## src/tioc_pkg.sv

```systemverilog
package tioc_pkg;
  // ==========================================================
  // Register map (byte addresses)
  localparam logic [7:0] ADDR_CH0_HIGH = 8'h00;
  localparam logic [7:0] ADDR_CH0_LOW = 8'h04;
  localparam logic [7:0] ADDR_CH1 = 8'h08;
  localparam logic [7:0] ADDR_CH2 = 8'h0c;
  localparam logic [7:0] ADDR_MODE0 = 8'h10;
  localparam logic [7:0] ADDR_CNT0 = 8'h14;
  localparam logic [7:0] ADDR_CNT1 = 8'h18;
  localparam logic [7:0] ADDR_CNT2 = 8'h1c;
  localparam logic [7:0] ADDR_STATUS = 8'h20;
  localparam logic [7:0] ADDR_MASK = 8'h24;
  localparam logic [7:0] ADDR_GR_BASE = 8'h40;
  // ==========================================================
  // Reset values and field layout
  localparam logic [7:0] IOCTL_RESET = 8'h00;
  localparam logic [7:0] CH0_HIGH_MASK = 8'h7f;
  localparam logic [7:0] CH0_LOW_MASK = 8'h7f;
  localparam logic [1:0] MODE_RESET = 2'h0;
  localparam int MODE_BFA_BIT = 0;
  localparam int MODE_BFB_BIT = 1;
  localparam int NUM_GR = 8;
  localparam logic [7:0] STATUS_RESET = 8'h00;
  // ==========================================================
  // Function codes
  localparam logic [3:0] CAP_RISE = 4'h8;
  localparam logic [3:0] CAP_FALL = 4'h9;
  localparam logic [3:0] CAP_BOTH = 4'ha;
  localparam logic [1:0] ACT_NONE = 2'h0;
  localparam logic [1:0] ACT_LOW = 2'h1;
  localparam logic [1:0] ACT_HIGH = 2'h2;
  localparam logic [1:0] ACT_TOGGLE = 2'h3;
endpackage

```

## src/tioc_channel_reg.sv

```systemverilog
`timescale 1ns/1ps
// ==========================================================
// One general register with compare/capture behaviour
module tioc_channel_reg (
  input wire logic clk,
  input wire logic rstn,
  input wire logic [3:0] func,
  input wire logic cap_capable,
  input wire logic inhibit,
  input wire logic [15:0] count,
  input wire logic pin_in,
  input wire logic ch1_count_tick,
  input wire logic wr_en,
  input wire logic [15:0] wr_data,
  output logic [15:0] value,
  output logic pin_out,
  output logic pin_oe,
  output logic event_pulse
);
  logic pin_prev_reg;
  logic [3:0] func_prev_reg;
  logic cap_mode;
  logic cap_event;
  logic match;
  logic [1:0] action;

  always_comb begin
    cap_mode = cap_capable & func[3];
    action = func[1:0];
    match = !cap_mode && (count == value);
    cap_event = 1'b0;
    if (cap_mode) begin
      if (func[2]) begin
        cap_event = ch1_count_tick;
      end else begin
        case (func)
          tioc_pkg::CAP_RISE: cap_event = pin_in & ~pin_prev_reg;
          tioc_pkg::CAP_FALL: cap_event = ~pin_in & pin_prev_reg;
          tioc_pkg::CAP_BOTH: cap_event = pin_in ^ pin_prev_reg;
          default: cap_event = 1'b0;
        endcase
      end
    end
  end

  always_ff @(posedge clk or negedge rstn) begin
    if (!rstn) begin
      pin_prev_reg <= 1'b0;
    end else begin
      pin_prev_reg <= pin_in;
    end
  end

  // Last function code, so a new code restarts its initial level
  always_ff @(posedge clk or negedge rstn) begin
    if (!rstn) begin
      func_prev_reg <= 4'h0;
    end else begin
      func_prev_reg <= func;
    end
  end

  always_ff @(posedge clk or negedge rstn) begin
    if (!rstn) begin
      value <= 16'h0000;
    end else if (wr_en) begin
      value <= wr_data;
    end else if (cap_event && !inhibit) begin
      value <= count;
    end
  end

  always_ff @(posedge clk or negedge rstn) begin
    if (!rstn) begin
      pin_out <= 1'b0;
      pin_oe <= 1'b0;
    end else if (inhibit || cap_mode || action == tioc_pkg::ACT_NONE) begin
      pin_out <= func[2] & ~cap_mode;
      pin_oe <= 1'b0;
    end else begin
      pin_oe <= 1'b1;
      if (!pin_oe || func != func_prev_reg) begin
        pin_out <= func[2];
      end else if (match) begin
        case (action)
          tioc_pkg::ACT_LOW: pin_out <= 1'b0;
          tioc_pkg::ACT_HIGH: pin_out <= 1'b1;
          tioc_pkg::ACT_TOGGLE: pin_out <= ~pin_out;
          default: pin_out <= pin_out;
        endcase
      end
    end
  end

  always_ff @(posedge clk or negedge rstn) begin
    if (!rstn) begin
      event_pulse <= 1'b0;
    end else begin
      event_pulse <= !inhibit
        && (cap_event || (match && !cap_mode));
    end
  end
endmodule

```

## src/tioc_timer_io_control.sv

```systemverilog
// Decided for this implementation: the APB register port and the register addresses.
`timescale 1ns/1ps
module tioc_timer_io_control (
  input wire logic clk,
  input wire logic rstn,
  input wire logic psel,
  input wire logic penable,
  input wire logic pwrite,
  input wire logic [7:0] paddr,
  input wire logic [31:0] pwdata,
  output logic [31:0] prdata,
  output logic pready,
  output logic pslverr,
  input wire logic [15:0] ch0_count,
  input wire logic [15:0] channel1_counter,
  input wire logic [15:0] ch2_count,
  input wire logic ch1_count_tick,
  input wire logic [7:0] pin_in,
  output logic [7:0] pin_out,
  output logic [7:0] pin_oe,
  output logic irq
);
  // ==========================================================
  // Register state
  logic [7:0] ch0_io_control_high_reg;
  logic [7:0] ch0_io_control_low_reg;
  logic [7:0] ch1_io_control_reg;
  logic [7:0] ch2_io_control_reg;
  logic [1:0] ch0_mode_register_reg;
  logic [7:0] status_reg;
  logic [7:0] mask_reg;
  logic [7:0] status_next;
  logic wr_access;
  logic rd_access;
  logic [31:0] rd_data;
  logic addr_ok;
  logic [7:0] gr_events;
  logic [7:0] gr_pin_out;
  logic [7:0] gr_pin_oe;
  logic [15:0] gr_value [tioc_pkg::NUM_GR];
  logic [3:0] gr_func [tioc_pkg::NUM_GR];
  logic [15:0] gr_count [tioc_pkg::NUM_GR];
  logic [tioc_pkg::NUM_GR-1:0] gr_cap_capable;
  logic [tioc_pkg::NUM_GR-1:0] gr_inhibit;
  logic [tioc_pkg::NUM_GR-1:0] gr_wr;
  logic buffer_a;
  logic buffer_b;

  function automatic logic is_gr_addr(input logic [7:0] a);
    return a[7:5] == tioc_pkg::ADDR_GR_BASE[7:5] && a[1:0] == 2'h0;
  endfunction

  // ==========================================================
  // APB decode
  always_comb begin
    wr_access = psel && penable && pwrite;
    rd_access = psel && !pwrite;
    buffer_a = ch0_mode_register_reg[tioc_pkg::MODE_BFA_BIT];
    buffer_b = ch0_mode_register_reg[tioc_pkg::MODE_BFB_BIT];
  end

  always_comb begin
    rd_data = 32'h00000000;
    addr_ok = 1'b1;
    case (paddr)
      tioc_pkg::ADDR_CH0_HIGH: rd_data[7:0] = ch0_io_control_high_reg;
      tioc_pkg::ADDR_CH0_LOW: rd_data[7:0] = ch0_io_control_low_reg;
      tioc_pkg::ADDR_CH1: rd_data[7:0] = ch1_io_control_reg;
      tioc_pkg::ADDR_CH2: rd_data[7:0] = ch2_io_control_reg;
      tioc_pkg::ADDR_MODE0: rd_data[1:0] = ch0_mode_register_reg;
      tioc_pkg::ADDR_CNT0: rd_data[15:0] = ch0_count;
      tioc_pkg::ADDR_CNT1: rd_data[15:0] = channel1_counter;
      tioc_pkg::ADDR_CNT2: rd_data[15:0] = ch2_count;
      tioc_pkg::ADDR_STATUS: rd_data[7:0] = status_reg;
      tioc_pkg::ADDR_MASK: rd_data[7:0] = mask_reg;
      default: begin
        if (is_gr_addr(paddr)) begin
          rd_data[15:0] = gr_value[paddr[4:2]];
        end else begin
          addr_ok = 1'b0;
        end
      end
    endcase
  end

  always_ff @(posedge clk or negedge rstn) begin
    if (!rstn) begin
      pready <= 1'b0;
      pslverr <= 1'b0;
      prdata <= 32'h00000000;
    end else begin
      pready <= psel && !penable;
      pslverr <= psel && !penable && !addr_ok;
      if (rd_access && !penable) begin
        prdata <= rd_data;
      end
    end
  end

  // ==========================================================
  // Control registers
  always_ff @(posedge clk or negedge rstn) begin
    if (!rstn) begin
      ch0_io_control_high_reg <= tioc_pkg::IOCTL_RESET;
      ch0_io_control_low_reg <= tioc_pkg::IOCTL_RESET;
      ch1_io_control_reg <= tioc_pkg::IOCTL_RESET;
      ch2_io_control_reg <= tioc_pkg::IOCTL_RESET;
      ch0_mode_register_reg <= tioc_pkg::MODE_RESET;
      mask_reg <= tioc_pkg::STATUS_RESET;
    end else if (wr_access && pready) begin
      case (paddr)
        tioc_pkg::ADDR_CH0_HIGH:
          ch0_io_control_high_reg <=
            pwdata[7:0] & tioc_pkg::CH0_HIGH_MASK;
        tioc_pkg::ADDR_CH0_LOW:
          ch0_io_control_low_reg <=
            pwdata[7:0] & tioc_pkg::CH0_LOW_MASK;
        tioc_pkg::ADDR_CH1: ch1_io_control_reg <= pwdata[7:0];
        tioc_pkg::ADDR_CH2: ch2_io_control_reg <= pwdata[7:0];
        tioc_pkg::ADDR_MODE0: ch0_mode_register_reg <= pwdata[1:0];
        tioc_pkg::ADDR_MASK: mask_reg <= pwdata[7:0];
        default: begin
        end
      endcase
    end
  end

  // ==========================================================
  // Function field routing, order: c0 first, second, third, fourth,
  // c1 first, second, c2 first, second
  always_comb begin
    gr_func[0] = ch0_io_control_high_reg[3:0];
    gr_func[1] = {1'b0, ch0_io_control_high_reg[6:4]};
    gr_func[2] = ch0_io_control_low_reg[3:0];
    gr_func[3] = {1'b0, ch0_io_control_low_reg[6:4]};
    gr_func[4] = ch1_io_control_reg[3:0];
    gr_func[5] = ch1_io_control_reg[7:4];
    gr_func[6] = ch2_io_control_reg[3:0];
    gr_func[7] = ch2_io_control_reg[7:4];
    gr_cap_capable = 8'h05;
    gr_inhibit = 8'h00;
    gr_inhibit[2] = buffer_a;
    gr_inhibit[3] = buffer_b;
    gr_count[0] = ch0_count;
    gr_count[1] = ch0_count;
    gr_count[2] = ch0_count;
    gr_count[3] = ch0_count;
    gr_count[4] = channel1_counter;
    gr_count[5] = channel1_counter;
    gr_count[6] = ch2_count;
    gr_count[7] = ch2_count;
    for (int i = 0; i < tioc_pkg::NUM_GR; i++) begin
      gr_wr[i] = wr_access && pready && is_gr_addr(paddr)
        && paddr[4:2] == 3'(i);
    end
  end

  for (genvar g = 0; g < tioc_pkg::NUM_GR; g++) begin : gen_gr
    tioc_channel_reg u_gr (
      .clk(clk),
      .rstn(rstn),
      .func(gr_func[g]),
      .cap_capable(gr_cap_capable[g]),
      .inhibit(gr_inhibit[g]),
      .count(gr_count[g]),
      .pin_in(pin_in[g]),
      .ch1_count_tick(ch1_count_tick),
      .wr_en(gr_wr[g]),
      .wr_data(pwdata[15:0]),
      .value(gr_value[g]),
      .pin_out(gr_pin_out[g]),
      .pin_oe(gr_pin_oe[g]),
      .event_pulse(gr_events[g])
    );
  end

  // ==========================================================
  // Pins and interrupt
  always_ff @(posedge clk or negedge rstn) begin
    if (!rstn) begin
      pin_out <= 8'h00;
      pin_oe <= 8'h00;
    end else begin
      pin_out <= gr_pin_out;
      pin_oe <= gr_pin_oe;
    end
  end

  always_comb begin
    status_next = status_reg;
    if (wr_access && pready && paddr == tioc_pkg::ADDR_STATUS) begin
      status_next = status_next & ~pwdata[7:0];
    end
    status_next = status_next | gr_events;
  end

  always_ff @(posedge clk or negedge rstn) begin
    if (!rstn) begin
      status_reg <= tioc_pkg::STATUS_RESET;
      irq <= 1'b0;
    end else begin
      status_reg <= status_next;
      irq <= |(status_next & mask_reg);
    end
  end
endmodule

```

## config.mk

```make
export PLATFORM = sky130hd
export DESIGN_NAME = tioc_timer_io_control
export DESIGN_NICKNAME = d
export VERILOG_FILES = /design/src/tioc_pkg.sv /design/src/tioc_channel_reg.sv /design/src/tioc_timer_io_control.sv
export SDC_FILE = /design/constraint.sdc
export NUM_CORES = 1
export LEC_CHECK = 0
export BUFFER_PORTS_ARGS = -buffer_cell sky130_fd_sc_hd__buf_2
export CAP_MARGIN = 15
export CORE_AREA = 2 2 190 192
export DETAILED_ROUTE_END_ITERATION = 6
export DIE_AREA = 0 0 192 194
export PLACE_DENSITY_LB_ADDON = 0.25
export SLEW_MARGIN = 20
export SYNTH_ARGS = -nofsm -noshare
export SYNTH_HDL_FRONTEND = slang
export SYNTH_SLANG_ARGS = --single-unit
```

## constraint.sdc

```tcl
create_clock -name clk -period 3.6 [get_ports clk]
set_input_delay 0.54 -clock clk [delete_from_list [all_inputs] [get_ports clk]]
set_output_delay 0.54 -clock clk [all_outputs]
set_load 0.02 [all_outputs]
```

==> flow_summary.toml, run 1 <==
[setup_path]
cp_max_fo = 33
critPathKind = "input pin to flop"
worst_setup_path_end_kind = "flop"
crit_arrival_ns = 2.74
startpoint_type = "input pin"
r2r_slack_ns = 1.31
required_ns = 4.03

[place]
place_hpwl_mm = 30.3
dp_slack_ns = 0.772
gp_congestion = 0.897
io_buffer_count = 114
dpl-instance-area_sq_mm = 0.0149

[layout]
drive_above_1_share_pct = 30.5
area_delta_synth_final_pct = 15.0
finish.instance_area_sq_mm = 0.0160
final_util_pct = 45.3
largest_reg_flops = 128
nNetsFinal = 1383

[synthesis]
synth_ff_type = "dfrtp_1"
synth_most_common_cell = "dfrtp_1"
ys_ff_latch = 267
ys_seq_area_share_pct = 48.1
syn_avg_cell_area_sq_um = 11.8
yosysUniqueCellTypes = 77
synth.area.top_cells = "dfrtp_1 48%, mux2_2 11%, xnor2_1 6.9%"
synth_top_cell_area_share_pct = 48.1
synth_edf_count = 0
syn_inst = 1173
synthArstFlopShare_pct = 100
synth_area_sq_mm = 0.0139
synth_top_cell_by_area = "dfrtp_1"
yosys_warnings = 0
synth_common_cells = "267 x dfrtp_1, 141 x mux2_2, 109 x xnor2_1"

[floorplan]
rows = 69
dieArea_sq_mm = 0.0372
initial_core_util_pct = 39.4
die-width_microns = 192
die_h_microns = 194
core_sq_mm = 0.0352
ios = 153

[clock_network]
cts_repair_resize_count = 0
cts_buffers = 31
cts_tree = "built"
cts-root-buf = "clkbuf_16"
clk_latency_ns = 0.56
cts_buffer_depth = 3
path_clk_slew_ns = 0.06
htree_levels = 1
clkSinkCount = 267

[flow_run]
maxCapViolations = 0

[power_and_ir_drop]
powerDensity_mw_per_mm2 = 424
p_leak_nw = 7.44
vdd_drop_max_v = 0.000356

[outcome]
status = "complete, no violations"

[min_path]
hold_class = "input pin to flop"

[routing]
first_pass_iters = 5
final_antenna_net_count = 0
routedWlPerCell_microns = 23.8
vias_per_cell = 5.62
drc_errors = 0
route.vias.total = 9911
drtIter0Drc = 757
wl_mm = 41.9

[timing]
fin_skew_ns = 0.0153
final.setup.tns_ns = 0
fin_ws_ns = 1.30
rsz0062_at_grt = "false"
worstMarginPinSlew_ns = 0.999
hold_viol = 0
slew_headroom_pct = 32.8
min_period_ns = 2.30
drv_slew = 0
timing.final.crit_share_pct = 64.0
finalSetupViolCount = 0
max_freq_mhz = 434

[grt]
grt_overflow = 0
grt_pass1_wl_mm = 62.9
grt_pass1_vias = 9864
grt_start_max_net_pins = 89
grt_usage_pct = 22.5
grt_antenna_before_repair = 2
==> worst max-delay path: stages <==
cell	delay (ns)
buf_4	0.45
buf_4	0.36
mux4_2	0.58
mux2i_1	0.24
o221ai_1	0.21
o32a_1	0.33
==> cells in the final DEF, fill, tap and decap left out, types with 16 or more instances in the layout <==
cell type / n
mux2i_1: 44
nor4_1: 16
clkbuf_16: 31
xnor2_1: 109
mux4_2: 32
a22oi_1: 20
nor2_1: 43
nand4_1: 32
o21ai_0: 34
mux2_2: 141
dfrtp_1: 267
buf_4: 30
a21oi_1: 32
nand2_1: 96
buf_2: 112
xor2_1: 40
conb_1: 16
==> path summary, 6_finish.rpt <==
kind	to	depth (start not counted)	from
min reg2reg	pin_oe[0]	0	gen_gr[0].u_gr.pin_oe
min	gen_gr[0].u_gr.pin_prev_reg	1	pin_in[0]
max	prdata[5]	6	paddr[2]
max in group asynchronous	gen_gr[6].u_gr.value[4]	3	rstn
max reg2reg	gen_gr[0].u_gr.pin_out	5	gen_gr[0].u_gr.value[6]
min in group asynchronous	gen_gr[0].u_gr.pin_out	2	rstn
==> where the power goes <==
| group | switching (mW) | total (mW) | internal (mW) |
|---|---|---|---|
| Combinational | 0.369 | 0.543 | 0.173 |
| Clock | 1.25 | 3.16 | 1.90 |
| Sequential | 0.0368 | 3.07 | 3.04 |
| Total | 1.66 | 6.77 | 5.12 |
==> layout make-up <==
type	count	area [sq um]
antenna	2	5.00
clock buffer	49	933
clock inverter	8	92.6
fill	3321	19300
inverter	12	45.0
multi-input combinational	819	6790
sequential	267	6680
tap	461	577
timing repair buffer	146	851
==> logic make-up (layout without fill, tap and decap cells) <==
logic type | Yosys count | in the layout | share of synthesized area (%)
xor+xnor | 149 | 149 | 9.40
mux | 220 | 220 | 20.0
other cells | 1 | 18 | 0.0270
compound gates | 157 | 157 | 7.49
buf+inv | 102 | 215 | 3.80
simple gates | 273 | 273 | 10.8
fa+ha+maj | 4 | 4 | 0.360
flops | 267 | 267 | 48.1
==> metrics by stage <==
step	cells	power (mW)	hold WS, ns
CTS	1762	6.84	0.110
global placement	1704	3.66	0.359
global route	1764	7.02	0.121
finish	1764	6.77	0.131
floorplan	1188	3.40	0.244
detailed placement	1704	3.67	0.359
==> layer usage <==
metal	wire, microns	vias up	track usage, %	part of all wire [%]
met3	2460	70	3.26	5.9
met1	18800	5056	32.6	45
met5	0	-	0	0
met4	1180	0	6.25	2.8
li1	-	4418	-	-
met2	19500	367	35.3	47
==> repair_timing <==
action | 4_1_cts | 5_1_grt
setup buffers | 0 | 0
endpoints found under the hold margin | 17 | 0
hold buffers | 1 | 0
Note: power is estimated with default switching activity, not from simulation.
==> run 2, diff against run 1 <==
--- a/config.mk
+++ b/config.mk
@@ -5,11 +5,12 @@
 export SDC_FILE = /design/constraint.sdc
 export NUM_CORES = 1
 export LEC_CHECK = 0
+export ABC_AREA = 1
 export BUFFER_PORTS_ARGS = -buffer_cell sky130_fd_sc_hd__buf_2
 export CAP_MARGIN = 15
-export CORE_AREA = 2 2 190 192
+export CORE_AREA = 2 2 192 194
 export DETAILED_ROUTE_END_ITERATION = 6
-export DIE_AREA = 0 0 192 194
+export DIE_AREA = 0 0 194 196
 export PLACE_DENSITY_LB_ADDON = 0.25
 export SLEW_MARGIN = 20
 export SYNTH_ARGS = -nofsm -noshare
==> constraint.sdc (replaced) <==
create_clock -name clk -period 1.9 [get_ports clk]
set_input_delay 0.285 -clock clk [delete_from_list [all_inputs] [get_ports clk]]
set_output_delay 0.285 -clock clk [all_outputs]
set_load 0.02 [all_outputs]
==> run 2 against run 1 <==
Core utilization grew 1.8 points. Critical endpoint is now gen_gr[2].u_gr.value[0]. Setup slack lost 1.1 ns. Routed wire length grew 10%.
==> flow_summary.toml, run 2 <==
[floorplan]
dieArea_sq_mm = 0.0380
die-width_microns = 194
rows = 70
ios = 153
initial_core_util_pct = 39.6
die_h_microns = 196
core_sq_mm = 0.0361

[setup_path]
max_stage_delay_ns = 0.52
critPathCapture = "gen_gr[2].u_gr.value[0]"
cp-startpoint = "pin_in[2]"
cp_max_fo = 8
crit_chain = "dlygate4sd3_1 > buf_2 > inv_1 > ha_1 > inv_1 > nand2_1 > nand3_1 > nand2_1 > nand2_1 > o211ai_1 > nand2_1 > buf_4 > nand2_1 > o21ai_1"
startpoint_type = "input pin"
required_ns = 2.36
crit_arrival_ns = 2.20
cp_slowest_cell = "dlygate4sd3_1"
cp_num_buf_inv = 5
worst_setup_path_end_kind = "flop"
r2r_cells = 11
timing.rr.end = "gen_gr[2].u_gr.value[0]"
critPathKind = "input pin to flop"
r2r_slack_ns = 0.18
cpMostUsedCell = "nand2_1"
crit_cells = 14
cp_top_family = "buffers and inverters"
r2r-start = "gen_gr[2].u_gr.pin_prev_reg"

[layout]
layout_commonest_cell = "nand2_1"
final_cell_mix = "544 x nand2_1, 267 x dfrtp_1, 170 x nor2_1"
final_util_pct = 47.1
drive_above_1_share_pct = 14.5
fin_cells = 2522
area_delta_synth_final_pct = 19.1
nNetsFinal = 2134
fillers = 3575
finish.instance_area_sq_mm = 0.0170
largest_reg_flops = 128

[timing]
final.setup.tns_ns = 0
finalSetupViolCount = 0
worstMarginPinSlew_ns = 0.508
whs_ns = 0.0412
fin_skew_ns = 0.0118
rsz0062_at_grt = "false"
hold_viol = 0
drv_slew = 0
min_period_ns = 1.74
max_freq_mhz = 574
slew_headroom_pct = 65.9
fin_ws_ns = 0.159
timing.final.crit_share_pct = 91.6

[grt]
grt_pass1_vias = 12300
grt_overflow = 0
grt_antenna_before_repair = 0
grt_start_max_net_pins = 80
grt_pass1_wl_mm = 71.8
grt_usage_pct = 24.4

[clock_network]
cts_buffer_depth = 3
cts_repair_resize_count = 0
cts-root-buf = "clkbuf_16"
clk_latency_ns = 0.58
cts_buffers = 31
clkSinkCount = 267
hold_buffers = 3
postCtsSetupRepairBufs = 0
htree_levels = 1
cts_tree = "built"
path_clk_slew_ns = 0.06

[place]
dpl-instance-area_sq_mm = 0.0158
gp_congestion = 0.921
place_hpwl_mm = 34.7
io_buffer_count = 114
placed_cells = 2460
dp_slack_ns = 0.0258

[flow_run]
maxCapViolations = 0

[synthesis]
synth.area.top_cells = "dfrtp_1 47%, nand2_1 14%, nor2_1 4.5%"
synth_top_cell_by_area = "dfrtp_1"
syn_avg_cell_area_sq_um = 7.59
yosysUniqueCellTypes = 36
ys_ff_latch = 267
synth-xor-area-share_pct = 6.32
synth_compound_area_share_pct = 11.0
synth_area_sq_mm = 0.0143
yosys_warnings = 0
syn_inst = 1880
synth_most_common_cell = "nand2_1"
synth_common_cells = "544 x nand2_1, 267 x dfrtp_1, 171 x nor2_1"
synth_ff_type = "dfrtp_1"
synth_mux_area_share_pct = 0
synth_edf_count = 0
synth_top_family_by_area = "simple AND/OR/NAND/NOR gates"
ys_seq_area_share_pct = 46.8
synthSimpleGateAreaFrac_pct = 27.6
synth_fa_ha_area_share_pct = 0.351
synthArstFlopShare_pct = 100
synth_top_cell_area_share_pct = 46.8

[routing]
routedWlPerCell_microns = 18.3
drc_errors = 0
final_antenna_net_count = 0
vias_per_cell = 5.15
first_pass_iters = 5
drtIter0Drc = 1055
route.vias.total = 13000
wl_mm = 46.1

[power_and_ir_drop]
finalPower_mw = 13.7
p_leak_nw = 8.39
vdd_drop_max_v = 0.000844
powerDensity_mw_per_mm2 = 805

[min_path]
hold_class = "input pin to flop"

[outcome]
status = "complete, no violations"
run 2: metal layers:
metal,part of all wire [%],global-route usage [%]
met5,0,0
met4,3.5,8.53
met3,6.6,2.80
met2,46,39.4
met1,44,34.0
run 2: kinds of logic (layout without fill, tap and decap cells):
| family | Yosys count | in the layout |
|---|---|---|
| compound gates | 296 | 296 |
| xor+xnor | 103 | 103 |
| fa+ha+maj | 4 | 4 |
| buf+inv | 275 | 433 |
| flops | 267 | 267 |
| other cells | 1 | 17 |
| simple gates | 934 | 934 |
run 2: worst min-delay path by stage:
stage            start                          to  slack (ns)  depth (start not counted)
6_report       penable                      pready        0.04                          3
5_1_grt        penable                      pready        0.04                          3
4_1_cts        penable                      pready        0.03                          3
3_5_place_dp      rstn                   pin_oe[0]        0.16                          1
3_3_place_gp      rstn                   pin_oe[0]        0.16                          1
2_1_floorplan     rstn  ch0_io_control_high_reg[0]       -0.01                          0
run 2: worst register-to-register path, stage by stage, from the launching register on:
cell and delay, ns:
dfrtp_1 0.37, ha_1 0.27, inv_1 0.03, nand2_1 0.04, nand3_1 0.08, nand2_1 0.06
nand2_1 0.05, o211ai_1 0.18, nand2_1 0.18, buf_4 0.21, nand2_1 0.07, o21ai_1 0.07
run 2: final cells by class:
cell class,instances,area (sq um),area share [%]
Sequential cell,267,6680,39.3
Antenna cell,1,2.50,0.0147
Multi-Input combinational cell,1353,6520,38.4
Tap cell,468,586,3.44
Clock inverter,23,315,1.85
Clock buffer,35,831,4.89
Inverter,172,646,3.80
Timing Repair Buffer,203,1420,8.35
run 2: where the power goes:
group / internal, mW / total [mW] / leakage (nW) / switching (mW)
registers: 5.77 / 5.83 / 3.59 / 0.0616
clock network: 4.10 / 6.66 / 0.561 / 2.57
logic: 0.383 / 1.19 / 4.23 / 0.807
